==> src/rtl/dcbf_pkg.sv <==
// Purpose: Constants, types and helpers for the two-way queue controller
// Assumes: Port clocks and all pins are sampled on I_REF_CLK
// Notes: Queue depth follows the data buffer size
package dcbf_pkg;
  localparam int DATA_W = 36;
  localparam int OFF_W = 10;
  localparam int DEPTH = 8;
  localparam int CNT_W = 4;
  localparam int PROG_BITS = 8;
  localparam logic [CNT_W-1:0] DEPTH_CNT = 4'h8;
  localparam logic [CNT_W-1:0] ONE_CNT = 4'h1;
  localparam logic [OFF_W-1:0] PRESET_HH = 10'h040;
  localparam logic [OFF_W-1:0] PRESET_HL = 10'h010;
  localparam logic [OFF_W-1:0] PRESET_LH = 10'h008;
  localparam logic [OFF_W-1:0] OFF_RESET = 10'h008;
  localparam logic WR_LVL_A = 1'b1;
  localparam logic WR_LVL_B = 1'b0;

  // Offset programming phases, Gray along the write order except the return from PG_BA_EMPTY to PG_NORMAL
  typedef enum logic [2:0] {
    PG_NORMAL = 3'h0,
    PG_AB_FULL = 3'h1,
    PG_AB_EMPTY = 3'h3,
    PG_BA_FULL = 3'h2,
    PG_BA_EMPTY = 3'h6
  } dcbf_prog_type;

  typedef struct packed {
    logic sel_n;
    logic dir;
    logic en;
    logic mbx;
  } dcbf_ctl_type;

  typedef struct packed {
    logic q_wr;
    logic q_rd;
    logic m_wr;
    logic m_rd;
    logic drive;
  } dcbf_op_type;

  // Port control decode; wr_lvl is the direction level that writes
  function automatic dcbf_op_type dcbf_decode(input dcbf_ctl_type c, input logic wr_lvl);
    logic act;
    logic wr;
    act = ~c.sel_n & c.en;
    wr = (c.dir == wr_lvl);
    dcbf_decode.q_wr = act & wr & ~c.mbx;
    dcbf_decode.q_rd = act & ~wr & ~c.mbx;
    dcbf_decode.m_wr = act & wr & c.mbx;
    dcbf_decode.m_rd = act & ~wr & c.mbx;
    dcbf_decode.drive = ~c.sel_n & ~wr;
  endfunction : dcbf_decode

  // Preset offset from the two flag selects
  function automatic logic [OFF_W-1:0] dcbf_preset(input logic hi, input logic lo);
    case ({hi, lo})
      2'h3: dcbf_preset = PRESET_HH;
      2'h2: dcbf_preset = PRESET_HL;
      default: dcbf_preset = PRESET_LH;
    endcase
  endfunction : dcbf_preset
endpackage : dcbf_pkg

==> src/rtl/dcbf_top.sv <==
// Purpose: Two-way queue pair with mailboxes and programmable almost flags
// Assumes: Port clocks slower than I_REF_CLK, pins synchronous to it
// Notes: Port clock edges become one-cycle enables
`timescale 1ns/100ps

module dcbf_fifo #(parameter int W = 36, parameter int D = 8, parameter int AW = $clog2(D)) (
  // Clock and clear
  input wire logic i_clk,
  input wire logic i_clr,
  // Fill side
  input wire logic i_valid,
  output logic o_ready,
  input wire logic [W-1:0] i_data,
  // Drain side
  output logic o_valid,
  input wire logic i_ready,
  output logic [W-1:0] o_data,
  output logic [AW:0] o_count
);
  logic [W-1:0] mem [D];
  logic [AW-1:0] wp_reg;
  logic [AW-1:0] rp_reg;
  logic [AW:0] cnt_reg;
  wire logic push;
  wire logic pop;

  // Handshake terms and status
  assign o_ready = (cnt_reg != (AW+1)'(D));
  assign o_valid = (cnt_reg != '0);
  assign push = i_valid & o_ready;
  assign pop = i_ready & o_valid;
  assign o_data = mem[rp_reg];
  assign o_count = cnt_reg;

  // Storage
  always_ff @(posedge i_clk) begin
    if (push) begin
      mem[wp_reg] <= i_data;
    end
  end

  // Pointers and fill count
  always_ff @(posedge i_clk) begin
    if (i_clr) begin
      wp_reg <= '0;
      rp_reg <= '0;
      cnt_reg <= '0;
    end else begin
      wp_reg <= wp_reg + AW'(push);
      rp_reg <= rp_reg + AW'(pop);
      cnt_reg <= cnt_reg + (AW+1)'(push) - (AW+1)'(pop);
    end
  end
endmodule : dcbf_fifo

module dcbf_queue import dcbf_pkg::*; (
  // Clock and queue clear
  input wire logic i_clk,
  input wire logic i_clr,
  // Port edges and requests
  input wire logic i_wr_edge,
  input wire logic i_rd_edge,
  input wire logic i_wr_req,
  input wire logic i_rd_req,
  input wire logic i_hold,
  input wire logic i_fall_through_select_n,
  input wire logic [DATA_W-1:0] i_data,
  // Offsets
  input wire logic [OFF_W-1:0] i_empty_off,
  input wire logic [OFF_W-1:0] i_full_off,
  // Flags and output word
  output logic o_space,
  output logic o_out_flag,
  output logic o_ae_n,
  output logic o_af_n,
  output logic [DATA_W-1:0] o_data
);
  logic f_ready;
  logic f_valid;
  logic [DATA_W-1:0] f_data;
  logic [CNT_W-1:0] cnt;
  logic mode_set_reg, fall_through_select_reg, of_reg;
  logic sp1_reg, sp2_reg, af1_reg, af2_reg;
  logic ne1_reg, ne2_reg, ae1_reg, ae2_reg;
  logic [DATA_W-1:0] out_reg;
  wire logic push;
  wire logic take;
  wire logic drop;
  wire logic last_take;
  wire logic [CNT_W-1:0] free;

  // Write gated by space flag and real room
  assign push = i_wr_edge & i_wr_req & sp2_reg & f_ready & ~i_hold;
  // Output register load: fall-through or requested read
  assign take = i_rd_edge & f_valid & (fall_through_select_reg ? (ne2_reg & (~of_reg | i_rd_req)) : (of_reg & i_rd_req));
  assign drop = i_rd_edge & fall_through_select_reg & of_reg & i_rd_req & ~take;
  assign last_take = take & (cnt == ONE_CNT);
  assign free = DEPTH_CNT - cnt;
  assign o_space = sp2_reg;
  assign o_out_flag = of_reg;
  assign o_ae_n = ae2_reg;
  assign o_af_n = af2_reg;
  assign o_data = out_reg;

  dcbf_fifo #(.W(DATA_W), .D(DEPTH)) u_mem (
    .i_clk(i_clk),
    .i_clr(i_clr),
    .i_valid(push),
    .o_ready(f_ready),
    .i_data(i_data),
    .o_valid(f_valid),
    .i_ready(take),
    .o_data(f_data),
    .o_count(cnt)
  );

  // Write-port flags and mode capture
  always_ff @(posedge i_clk) begin
    if (i_clr) begin
      {sp1_reg, sp2_reg, mode_set_reg, fall_through_select_reg} <= 4'h0;
      {af1_reg, af2_reg} <= 2'h3;
    end else if (i_wr_edge) begin
      sp1_reg <= f_ready & ~i_hold;
      sp2_reg <= sp1_reg;
      af1_reg <= (OFF_W'(free) > i_full_off);
      af2_reg <= af1_reg;
      mode_set_reg <= 1'b1;
      if (!mode_set_reg) begin
        fall_through_select_reg <= ~i_fall_through_select_n;
      end
    end
  end

  // Read-port flags
  always_ff @(posedge i_clk) begin
    if (i_clr) begin
      {ne1_reg, ne2_reg, ae1_reg, ae2_reg} <= 4'h0;
    end else if (i_rd_edge) begin
      ne1_reg <= f_valid & ~last_take;
      ne2_reg <= ne1_reg & ~last_take;
      ae1_reg <= (OFF_W'(cnt) > i_empty_off);
      ae2_reg <= ae1_reg;
    end
  end

  // Output flag and output word
  always_ff @(posedge i_clk) begin
    if (i_clr) begin
      of_reg <= 1'b0;
      out_reg <= '0;
    end else if (i_rd_edge) begin
      if (take) begin
        out_reg <= f_data;
      end
      if (fall_through_select_reg) begin
        of_reg <= take | (of_reg & ~drop);
      end else begin
        of_reg <= ne1_reg & ~last_take;
      end
    end
  end
endmodule : dcbf_queue

module dcbf_top import dcbf_pkg::*; (
  // Clock and reset
  input wire logic I_REF_CLK,
  input wire logic I_RST,
  // Queue resets and strap inputs
  input wire logic I_RESET_A_TO_B_QUEUE_N,
  input wire logic I_RESET_B_TO_A_QUEUE_N,
  input wire logic I_FLAG_SELECT_HIGH,
  input wire logic I_FLAG_SELECT_LOW,
  input wire logic I_FALL_THROUGH_SELECT,
  // Port A
  input wire logic I_PORT_A_CLOCK,
  input wire logic I_PORT_A_SELECT_N,
  input wire logic I_PORT_A_DIRECTION,
  input wire logic I_PORT_A_ENABLE,
  input wire logic I_PORT_A_MAILBOX_SELECT,
  input wire logic [DATA_W-1:0] I_PORT_A_DATA,
  output logic [DATA_W-1:0] O_PORT_A_DATA,
  output logic O_PORT_A_DATA_OE,
  output logic O_PORT_A_SPACE_FLAG,
  output logic O_PORT_A_OUTPUT_FLAG,
  output logic O_PORT_A_ALMOST_EMPTY_N,
  output logic O_PORT_A_ALMOST_FULL_N,
  // Port B
  input wire logic I_PORT_B_CLOCK,
  input wire logic I_PORT_B_SELECT_N,
  input wire logic I_PORT_B_DIRECTION,
  input wire logic I_PORT_B_ENABLE,
  input wire logic I_PORT_B_MAILBOX_SELECT,
  input wire logic [DATA_W-1:0] I_PORT_B_DATA,
  output logic [DATA_W-1:0] O_PORT_B_DATA,
  output logic O_PORT_B_DATA_OE,
  output logic O_PORT_B_SPACE_FLAG,
  output logic O_PORT_B_OUTPUT_FLAG,
  output logic O_PORT_B_ALMOST_EMPTY_N,
  output logic O_PORT_B_ALMOST_FULL_N,
  // Mailbox flags
  output logic O_MAIL_A_TO_B_FLAG_N,
  output logic O_MAIL_B_TO_A_FLAG_N
);
  dcbf_ctl_type a_ctl, b_ctl;
  dcbf_op_type a_op, b_op;
  dcbf_prog_type pg_reg, pg_next;
  logic a_clk_reg, b_clk_reg, r1_reg, r2_reg;
  logic [OFF_W-1:0] ab_empty_reg, ab_full_reg, ba_empty_reg, ba_full_reg;
  logic [DATA_W-1:0] mail_ab_reg, mail_ba_reg, a_out_reg, b_out_reg;
  logic [DATA_W-1:0] q1_data, q2_data;
  logic mfab_reg, mfba_reg, a_oe_reg, b_oe_reg;
  wire logic a_edge, b_edge, rise1, rise2, clr1, clr2, any_fs, prog_on, prog_wr, q1_wr;
  wire logic [OFF_W-1:0] preset;
  wire logic [OFF_W-1:0] a_prog_val;

  // Port decode, edges and queue resets
  assign a_ctl = '{I_PORT_A_SELECT_N, I_PORT_A_DIRECTION, I_PORT_A_ENABLE, I_PORT_A_MAILBOX_SELECT};
  assign b_ctl = '{I_PORT_B_SELECT_N, I_PORT_B_DIRECTION, I_PORT_B_ENABLE, I_PORT_B_MAILBOX_SELECT};
  assign a_op = dcbf_decode(a_ctl, WR_LVL_A);
  assign b_op = dcbf_decode(b_ctl, WR_LVL_B);
  assign a_edge = I_PORT_A_CLOCK & ~a_clk_reg;
  assign b_edge = I_PORT_B_CLOCK & ~b_clk_reg;
  assign rise1 = I_RESET_A_TO_B_QUEUE_N & ~r1_reg;
  assign rise2 = I_RESET_B_TO_A_QUEUE_N & ~r2_reg;
  assign clr1 = I_RST | ~I_RESET_A_TO_B_QUEUE_N;
  assign clr2 = I_RST | ~I_RESET_B_TO_A_QUEUE_N;

  // Offset programming terms
  assign any_fs = I_FLAG_SELECT_HIGH | I_FLAG_SELECT_LOW;
  assign preset = dcbf_preset(I_FLAG_SELECT_HIGH, I_FLAG_SELECT_LOW);
  assign prog_on = (pg_reg != PG_NORMAL);
  assign prog_wr = a_edge & a_op.q_wr & O_PORT_A_SPACE_FLAG & prog_on;
  assign q1_wr = a_op.q_wr & ~prog_on;
  assign a_prog_val = OFF_W'(I_PORT_A_DATA[PROG_BITS-1:0]);

  // Programming phase sequencing
  always_comb begin
    pg_next = pg_reg;
    case (pg_reg)
      PG_NORMAL: pg_next = PG_NORMAL;
      PG_AB_FULL: pg_next = prog_wr ? PG_AB_EMPTY : PG_AB_FULL;
      PG_AB_EMPTY: pg_next = prog_wr ? PG_BA_FULL : PG_AB_EMPTY;
      PG_BA_FULL: pg_next = prog_wr ? PG_BA_EMPTY : PG_BA_FULL;
      PG_BA_EMPTY: pg_next = prog_wr ? PG_NORMAL : PG_BA_EMPTY;
      default: pg_next = PG_NORMAL;
    endcase
    if (rise1) begin
      pg_next = any_fs ? PG_NORMAL : PG_AB_FULL;
    end
  end

  // Edge history and phase state
  always_ff @(posedge I_REF_CLK) begin
    if (I_RST) begin
      {a_clk_reg, b_clk_reg, r1_reg, r2_reg} <= 4'h0;
      pg_reg <= PG_NORMAL;
    end else begin
      a_clk_reg <= I_PORT_A_CLOCK;
      b_clk_reg <= I_PORT_B_CLOCK;
      r1_reg <= I_RESET_A_TO_B_QUEUE_N;
      r2_reg <= I_RESET_B_TO_A_QUEUE_N;
      pg_reg <= pg_next;
    end
  end

  // Offset registers: preset at reset release or loaded from port A
  always_ff @(posedge I_REF_CLK) begin
    if (I_RST) begin
      {ab_empty_reg, ab_full_reg, ba_empty_reg, ba_full_reg} <= {4{OFF_RESET}};
    end else begin
      if (rise1 && any_fs) begin
        ab_empty_reg <= preset;
        ab_full_reg <= preset;
      end
      if (rise2 && any_fs) begin
        ba_empty_reg <= preset;
        ba_full_reg <= preset;
      end
      if (prog_wr && pg_reg == PG_AB_FULL) ab_full_reg <= a_prog_val;
      if (prog_wr && pg_reg == PG_AB_EMPTY) ab_empty_reg <= a_prog_val;
      if (prog_wr && pg_reg == PG_BA_FULL) ba_full_reg <= a_prog_val;
      if (prog_wr && pg_reg == PG_BA_EMPTY) ba_empty_reg <= a_prog_val;
    end
  end

  // Mailboxes; a write beats a far-side read in the same cycle
  always_ff @(posedge I_REF_CLK) begin
    if (I_RST) begin
      mail_ab_reg <= '0;
      mail_ba_reg <= '0;
    end else begin
      if (a_edge && a_op.m_wr) mail_ab_reg <= I_PORT_A_DATA;
      if (b_edge && b_op.m_wr) mail_ba_reg <= I_PORT_B_DATA;
    end
  end

  always_ff @(posedge I_REF_CLK) begin
    if (clr1) mfab_reg <= 1'b1;
    else if (a_edge && a_op.m_wr) mfab_reg <= 1'b0;
    else if (b_edge && b_op.m_rd) mfab_reg <= 1'b1;
    if (clr2) mfba_reg <= 1'b1;
    else if (b_edge && b_op.m_wr) mfba_reg <= 1'b0;
    else if (a_edge && a_op.m_rd) mfba_reg <= 1'b1;
  end

  // Registered data outputs and drive enables
  always_ff @(posedge I_REF_CLK) begin
    if (I_RST) begin
      {a_oe_reg, b_oe_reg} <= 2'h0;
      a_out_reg <= '0;
      b_out_reg <= '0;
    end else begin
      a_oe_reg <= a_op.drive;
      b_oe_reg <= b_op.drive;
      a_out_reg <= I_PORT_A_MAILBOX_SELECT ? mail_ba_reg : q2_data;
      b_out_reg <= I_PORT_B_MAILBOX_SELECT ? mail_ab_reg : q1_data;
    end
  end

  // Two independent queues, one per direction
  dcbf_queue u_a_to_b (
    .i_clk(I_REF_CLK),
    .i_clr(clr1),
    .i_wr_edge(a_edge),
    .i_rd_edge(b_edge),
    .i_wr_req(q1_wr),
    .i_rd_req(b_op.q_rd),
    .i_hold(1'b0),
    .i_fall_through_select_n(I_FALL_THROUGH_SELECT),
    .i_data(I_PORT_A_DATA),
    .i_empty_off(ab_empty_reg),
    .i_full_off(ab_full_reg),
    .o_space(O_PORT_A_SPACE_FLAG),
    .o_out_flag(O_PORT_B_OUTPUT_FLAG),
    .o_ae_n(O_PORT_B_ALMOST_EMPTY_N),
    .o_af_n(O_PORT_A_ALMOST_FULL_N),
    .o_data(q1_data)
  );

  dcbf_queue u_b_to_a (
    .i_clk(I_REF_CLK),
    .i_clr(clr2),
    .i_wr_edge(b_edge),
    .i_rd_edge(a_edge),
    .i_wr_req(b_op.q_wr),
    .i_rd_req(a_op.q_rd),
    .i_hold(prog_on),
    .i_fall_through_select_n(I_FALL_THROUGH_SELECT),
    .i_data(I_PORT_B_DATA),
    .i_empty_off(ba_empty_reg),
    .i_full_off(ba_full_reg),
    .o_space(O_PORT_B_SPACE_FLAG),
    .o_out_flag(O_PORT_A_OUTPUT_FLAG),
    .o_ae_n(O_PORT_A_ALMOST_EMPTY_N),
    .o_af_n(O_PORT_B_ALMOST_FULL_N),
    .o_data(q2_data)
  );

  assign O_PORT_A_DATA = a_out_reg;
  assign O_PORT_B_DATA = b_out_reg;
  assign O_PORT_A_DATA_OE = a_oe_reg;
  assign O_PORT_B_DATA_OE = b_oe_reg;
  assign O_MAIL_A_TO_B_FLAG_N = mfab_reg;
  assign O_MAIL_B_TO_A_FLAG_N = mfba_reg;
endmodule : dcbf_top

==> config.mk <==
export PLATFORM = sky130hd
export DESIGN_NAME = dcbf_top
export DESIGN_NICKNAME = d
export VERILOG_FILES = /design/src/rtl/dcbf_pkg.sv /design/src/rtl/dcbf_top.sv
export SDC_FILE = /design/constraint.sdc
export NUM_CORES = 1
export LEC_CHECK = 0
export BUFFER_PORTS_ARGS = -buffer_cell sky130_fd_sc_hd__buf_2
export CAP_MARGIN = 20
export CORE_ASPECT_RATIO = 0.6
export CORE_MARGIN = 5
export CORE_UTILIZATION = 65
export CTS_CLUSTER_SIZE = 10
export DETAILED_ROUTE_END_ITERATION = 10
export PLACE_DENSITY = 0.84
export SKIP_LAST_GASP = 1
export SLEW_MARGIN = 20
export SYNTH_ARGS = -nofsm -noshare
export SYNTH_HDL_FRONTEND = slang
export SYNTH_SLANG_ARGS = --single-unit
==> constraint.sdc <==
create_clock -name I_REF_CLK -period 11.9 [get_ports I_REF_CLK]
set_input_delay 3.57 -clock I_REF_CLK [delete_from_list [all_inputs] [get_ports I_REF_CLK]]
set_output_delay 3.57 -clock I_REF_CLK [all_outputs]
set_load 0.1 [all_outputs]
# Word level (Yosys, flattened, before mapping)
# Memories as Yosys holds them, arrays and structs flattened. A register that Yosys moved wholly into a read port is not among the register bits.
# Cells that the tools add are included.
# totals
elab_cells	215
n_memories	2
ramBits	576
output_inout_bits	84
reg_bits	229
# mem_list
name	words	width	rd	rd_clocked_by_memory_dff	write_ports	line_no	rtl
u_a_to_b.u_mem.mem	8	36	1	1	1	dcbf_top.sv:20	logic [W-1:0] mem [D];
u_b_to_a.u_mem.mem	8	36	1	1	1	dcbf_top.sv:20	
# classes
reduce_logical	23
bitwise_logic	91
order_cmp	4
addsub	10
eq_ne	10
muxes	30
# op_table
cell	count
$mux W36	2
$mux W8	8
$and A1 B1 Y1	60
$gt A4 B8 Y1	4
$not A1 Y1	24
$mux W1	14
$pmux W7 S2	1
$add A3 B1 Y3	4
$pmux W3 S4	1
$reduce_bool A2 Y1	6
$logic_and A1 B1 Y1	10
$mux W3	3
$add A4 B1 Y4	2
$eq A4 B1 Y1 const B	2
$ne A4 B4 Y1 const B	2
$reduce_and A2 Y1	4
$reduce_bool A4 Y1	2
$sub A4 B1 Y4	2
$sub A4 B4 Y4 const A	2
$or A1 B1 Y1	7
$eq A3 B2 Y1 const B	2
$eq A2 B2 Y1 const B	2
$eq A3 B1 Y1 const B	1
$eq A3 B3 Y1 const B	1
other kinds (2)	2

# Logic depth before layout (Yosys ltp)
# depth
depth_word	14
mapped_depth	13

# Hierarchy
# A second synthesis with hierarchy kept.
# unflattened
hier_cells	2198
area_unflattened_um2	34276.6
# modules_own_cells
module	area_per_inst_um2	cells_per_inst	instances
dcbf_fifo	11652.4	480	2
dcbf_top	6780.3	748	1
dcbf_queue	2095.8	245	2

# Least setup slack after synthesis
# Ideal clock, no wire load.
# synth_path
path_kind	input port to flip-flop
start	in I_PORT_B_ENABLE
end	mem u_b_to_a.u_mem.mem[0][0], enable pin
slack_ns	4.440
arrival_time_ns	6.986
stages	5
path_buffers	1
t_required_ns	11.426
path_cell_list	nor4bb_1 and4b_1 clkbuf_1 nand2b_1 nor3_1
# synth_between
elab_chain_len	10
# synth_lines
element	line_no	rtl
start, declared	dcbf_top.sv:191	input wire logic I_PORT_B_ENABLE,
$and A1 B1 Y1	dcbf_pkg.sv:47	act = ~c.sel_n & c.en;
$and A1 B1 Y1 (2 in a row)	dcbf_pkg.sv:49	dcbf_decode.q_wr = act & wr & ~c.mbx;
$and A1 B1 Y1 (4 in a row)	dcbf_top.sv:93	assign push = i_wr_edge & i_wr_req & sp2_reg & f_ready & ~i_hold;
$and A1 B1 Y1	dcbf_top.sv:30	assign push = i_valid & o_ready;
$mux W1	dcbf_top.sv:37	if (push) begin
$mux W1 (implied by the code)	dcbf_top.sv:38	mem[wp_reg] <= i_data;
end, declared	dcbf_top.sv:20	
# No other way between the ends.

# Final worst setup path
# layout_path
start	in I_PORT_A_MAILBOX_SELECT
end	reg u_b_to_a.u_mem.cnt_reg[2] (netlist: u_b_to_a.u_mem.o_count[2])
# layout_between
elab_chain_len	8
word_cells_on_any_way	9
cone_classes	add/sub: 1; mux: 1; bitwise: 7
# layout_lines
element	line_no	rtl
start, declared	dcbf_top.sv:179	input wire logic I_PORT_A_MAILBOX_SELECT,
$not A1 Y1 (*)	dcbf_pkg.sv:50	dcbf_decode.q_rd = act & ~wr & ~c.mbx;
$and A1 B1 Y1 (*)	dcbf_pkg.sv:50	
$or A1 B1 Y1	dcbf_top.sv:95	assign take = i_rd_edge & f_valid & (fall_through_select_reg ? (ne2_reg & (~of_reg | i_rd_req)) : (of_reg & i_ ...
$and A1 B1 Y1	dcbf_top.sv:95	
$mux W1 (*)	dcbf_top.sv:95	
$and A1 B1 Y1 (*)	dcbf_top.sv:95	
$and A1 B1 Y1 (*)	dcbf_top.sv:31	assign pop = i_ready & o_valid;
$sub A4 B1 Y4 (*)	dcbf_top.sv:51	cnt_reg <= cnt_reg + (AW+1)'(push) - (AW+1)'(pop);
end signal, assigned	dcbf_top.sv:51	
end, declared	dcbf_top.sv:23	logic [AW:0] cnt_reg;
# Mark *: on every way between the ends. The rest lies on a longest branch, timed or not.
# A chain may end at the register's enable or synchronous reset.

==> run summary <==
The run finished with clean final reports. The cell at the root of the clock tree is sky130_fd_sc_hd__clkbuf_16. Summing every instance area after synthesis gives 32900 sq um. After synthesis, the most frequently instantiated cells are sky130_fd_sc_hd__edfxtp_1, sky130_fd_sc_hd__dfxtp_1, sky130_fd_sc_hd__nand2_1, sky130_fd_sc_hd__a21oi_1, sky130_fd_sc_hd__mux2i_1.

The floorplan step defined a die boundary enclosing 55300 sq um. The path with the worst hold slack has its endpoint at mail_ba_reg[2]$_SDFFE_PP0P_. The number of nets in the synthesized netlist is 2239.

The cell count after synthesis is 2108. The number of global-route vias before repair came out at 20000. The startpoint identified for the worst register-to-register timing path is u_b_to_a.u_mem.o_count[1]$_SDFF_PP0_. After synthesis, the largest family of logic cells by area is multiplexers. The total count of hold-check failures in the final report came out at 0. The flip-flop and latch area is 23300 sq um, and the pre-CTS worst setup slack is 4910 ps.

At the worst endpoint, the arrival time is 6830 ps. Before antenna repair, the detailed router went through 5 iterations. Share of the clock period used by the worst path after layout: 0.533. The type of the most critical hold path was reg2reg.

The synthesized-area fraction occupied by ao, oa, aoi and oai cells works out to 0.0517. Cell type with the largest total area after synthesis: sky130_fd_sc_hd__edfxtp_1. Measured along the y axis, the die boundary spans 184 microns. Of all nets on the critical path, the largest fanout is 77. The accumulated negative setup slack was 0 ps; the depth of the worst register-to-register path was 7.

The half-perimeter wire length of the detailed placement result came out at 41.2 mm. For this design, the CTS-stage hold fixing added 0 buffers. TritonCTS built the clock tree.

Required time of the worst setup path: 12390 ps. The number of warning messages in the yosys log was 0; the transition time of the tightest slew-check pin was 1090 ps. Static timing analysis puts the maximum clock frequency at 158 MHz.

The worst path meets setup with 5560 ps of slack. Overall die width: 300 microns. Setup repair after global routing left no endpoint under its margin. In this run the most critical hold path is launched from mail_ba_reg[2]$_SDFFE_PP0P_. The area growth from synthesis to layout is 13.5%. The post-route minimum period works out to 6340 ps. Post-detailed-route via-to-cell ratio: 6.30.

The wire length of the first global-routing pass is 116 mm. The mean cell area of the mapped netlist was 15.6 sq um; the final max-slew violation count was 0. Setup violations remaining at the end of the flow were counted as 0. The weighted congestion reported at the end of routability-driven placement is 0.850, and the hold path depth is 2. The headroom to the max-slew limit was 0.272. Clock-pin slew was measured on the worst setup and hold paths at 60 ps. CTS built an H-tree with a depth of 3. The overall global routing resource usage was 0.273.

The portion of netlist area occupied by mux cells is 0.143, and the global route total overflow is 0. During placement, the flow inserted port buffers numbering 172. The starting density of the core is 0.661.

Once the clock tree was built, the setup fixing pass inserted 0 buffers. The flop-to-flop setup slack is 8070 ps. The logs give 52 for the number of distinct library cells after synthesis and 0 for the remaining antenna violation count. In this run, synthesis inferred 576 flip-flops with an integrated enable. The layout has 2779 filler cells. The critical path starts at I_PORT_A_MAILBOX_SELECT. In the post-synthesis netlist, the biggest area contributors are sky130_fd_sc_hd__edfxtp_1, sky130_fd_sc_hd__dfxtp_1, sky130_fd_sc_hd__mux4_2. STA classifies the critical path startpoint as an input port. The area fraction in and, or, nand and nor cells after synthesis came out at 0.0568. The peak supply drop is 0.000130 V, and the post-route DRC violation count is 0. The critical path endpoint category was a register.

The register bit count reported by yosys is 877. 173 I/O pins were placed. Once the clock tree was built, the resizer swapped 0 gates to a different size. The adder and majority cell fraction of the synthesized area was 0.0164; the worst clock skew was 22.3 ps. The power per unit of standard cell area was 162 nW/um^2; the count of nets after finishing was 2426.

The initial antenna violation count came out at 6. The most instantiated flip-flop cell in the synthesis netlist was sky130_fd_sc_hd__edfxtp_1. The largest registers in the layout are u_a_to_b.u_mem.mem x288, u_b_to_a.u_mem.mem x288.

The part of the Yosys area used for sequential elements came out at 0.710. In this run the deepest clock path goes through 3 buffers. The fraction of layout instances using a drive strength above 1 is 0.202, and the number of standard-cell rows in the floorplan is 63.

The total area inside the core boundary comes to 49700 sq um. The tool flagged a number of max-cap violations equal to 0. TritonCTS created 97 clock buffers.

Maximum number of pins on one net before global-route repair: 108. The proportion of register bits with asynchronous set or reset after synthesis came out at 0. The count of routing violations after the opening detailed-route iteration is 2522.

In the post-synthesis netlist, the cell with the most instances is sky130_fd_sc_hd__edfxtp_1. The multi-input combinational cells in the finished layout cover a total of 9060 sq um. The routed wirelength normalized by instance count is 24.6 microns. The tools report the worst flop-to-flop path endpoint as u_b_to_a.u_mem.mem[1][32]$_DFFE_PP_.

The logs give 12.6 nW for the leakage power summed over all cells and 75.5 mm for the total length of routed wires. Clock tree synthesis found a total of 877 sinks. The post-synthesis share of cell area spent on xor and xnor gates came out at 0.00400. The run gives 630 ps as the insertion delay of the later-clocked pin in the worst-skew pair.

The share of the synthesized area in the top cell type is 0.526, and the total via count in the routed design is 19300. The critical path in this run is classified as in2reg.
## cell usage in the layout, fill, tap and decap left out, drive strengths merged, types with 4 or more instances in the layout
| cell type | Yosys | final |
|---|---|---|
| nor3 | 12 | 12 |
| and3 | 4 | 4 |
| a211oi | 10 | 10 |
| dfxtp | 301 | 301 |
| clkbuf | 71 | 177 |
| nor4 | 7 | 7 |
| o211ai | 5 | 5 |
| clkinv | 0 | 4 |
| diode | 0 | 6 |
| buf | 47 | 206 |
| a31oi | 4 | 4 |
| mux2i | 146 | 146 |
| o21ai | 95 | 95 |
| xnor2 | 12 | 12 |
| nand3 | 29 | 29 |
| and2 | 13 | 13 |
| edfxtp | 576 | 576 |
| ha | 40 | 40 |
| inv | 32 | 34 |
| nor2b | 15 | 15 |
| nand4 | 10 | 10 |
| nor2 | 119 | 119 |
| nand2 | 185 | 185 |
| nand2b | 12 | 12 |
| a21oi | 178 | 178 |
| a2111oi | 4 | 4 |
| mux4 | 144 | 144 |
## critical path, stage by stage
cell	delay, ps
sky130_fd_sc_hd__buf_2	100
sky130_fd_sc_hd__buf_4	310
sky130_fd_sc_hd__or4b_4	670
sky130_fd_sc_hd__a2111oi_4	350
sky130_fd_sc_hd__buf_4	710
sky130_fd_sc_hd__xor2_1	210
sky130_fd_sc_hd__ha_1	200
sky130_fd_sc_hd__inv_1	70
sky130_fd_sc_hd__fa_1	410
sky130_fd_sc_hd__xnor2_1	160
sky130_fd_sc_hd__nor2_1	50
## routing by layer
layer  GRT usage  up-vias  part of all wire
met5           0        -           0.00015
met4      0.0711        2             0.018
met3      0.0534      140             0.091
met2       0.437     1094              0.48
met1       0.397     9714              0.41
li1            -     8363                 -
## report_power, final
| group | leakage, nW | internal [mW] | switching [mW] | total (mW) |
|---|---|---|---|---|
| clock | 1.33 | 1.54 | 1.13 | 2.67 |
| combinational | 3.65 | 0.0313 | 0.102 | 0.133 |
| sequential | 7.61 | 3.25 | 0.00539 | 3.25 |
| total | 12.6 | 4.82 | 1.24 | 6.06 |
## per-stage QoR
stage               utilization  power [mW]  instances  hold WS (ps)  area, sq um
global route              0.750        6.23       3066           468        37300
CTS                       0.750        6.08       3061           453        37300
finish                    0.750        6.06       3067           455        37300
floorplan                     -        3.38       2108           432        32900
detailed placement        0.693        3.44       2878           446        34500
global placement          0.693        3.44       2878           441        34500
## cells by family (layout without fill, tap and decap cells)
group,count (synthesis),count (layout)
flops,877,877
simple gates,421,421
compound gates,313,313
other cells,0,6
mux,290,290
buf+inv,150,421
xor+xnor,15,15
fa+ha+maj,42,42
## worst max path at each step
stage / endpoint / slack (ps)
after global placement: u_b_to_a.u_mem.o_count[2]$_SDFF_PP0_ / 4980
after detailed placement: u_b_to_a.u_mem.o_count[2]$_SDFF_PP0_ / 4910
after floorplan: u_b_to_a.u_mem.mem[0][0]$_DFFE_PP_ / 4440
final: u_b_to_a.u_mem.o_count[2]$_SDFF_PP0_ / 5560
after global routing: u_b_to_a.u_mem.o_count[2]$_SDFF_PP0_ / 5420
after CTS: u_b_to_a.u_mem.o_count[2]$_SDFF_PP0_ / 5560
## cell type report
cell class	count	area share
clock inverters	6	0.00221
inverters	32	0.00322
multi-input cells	1081	0.243
diodes	6	0.000402
flip-flops and latches	877	0.625
repair buffers	206	0.0301
clock buffers	177	0.0731
well taps	682	0.0229
Power figures use the tool's default switching activity.
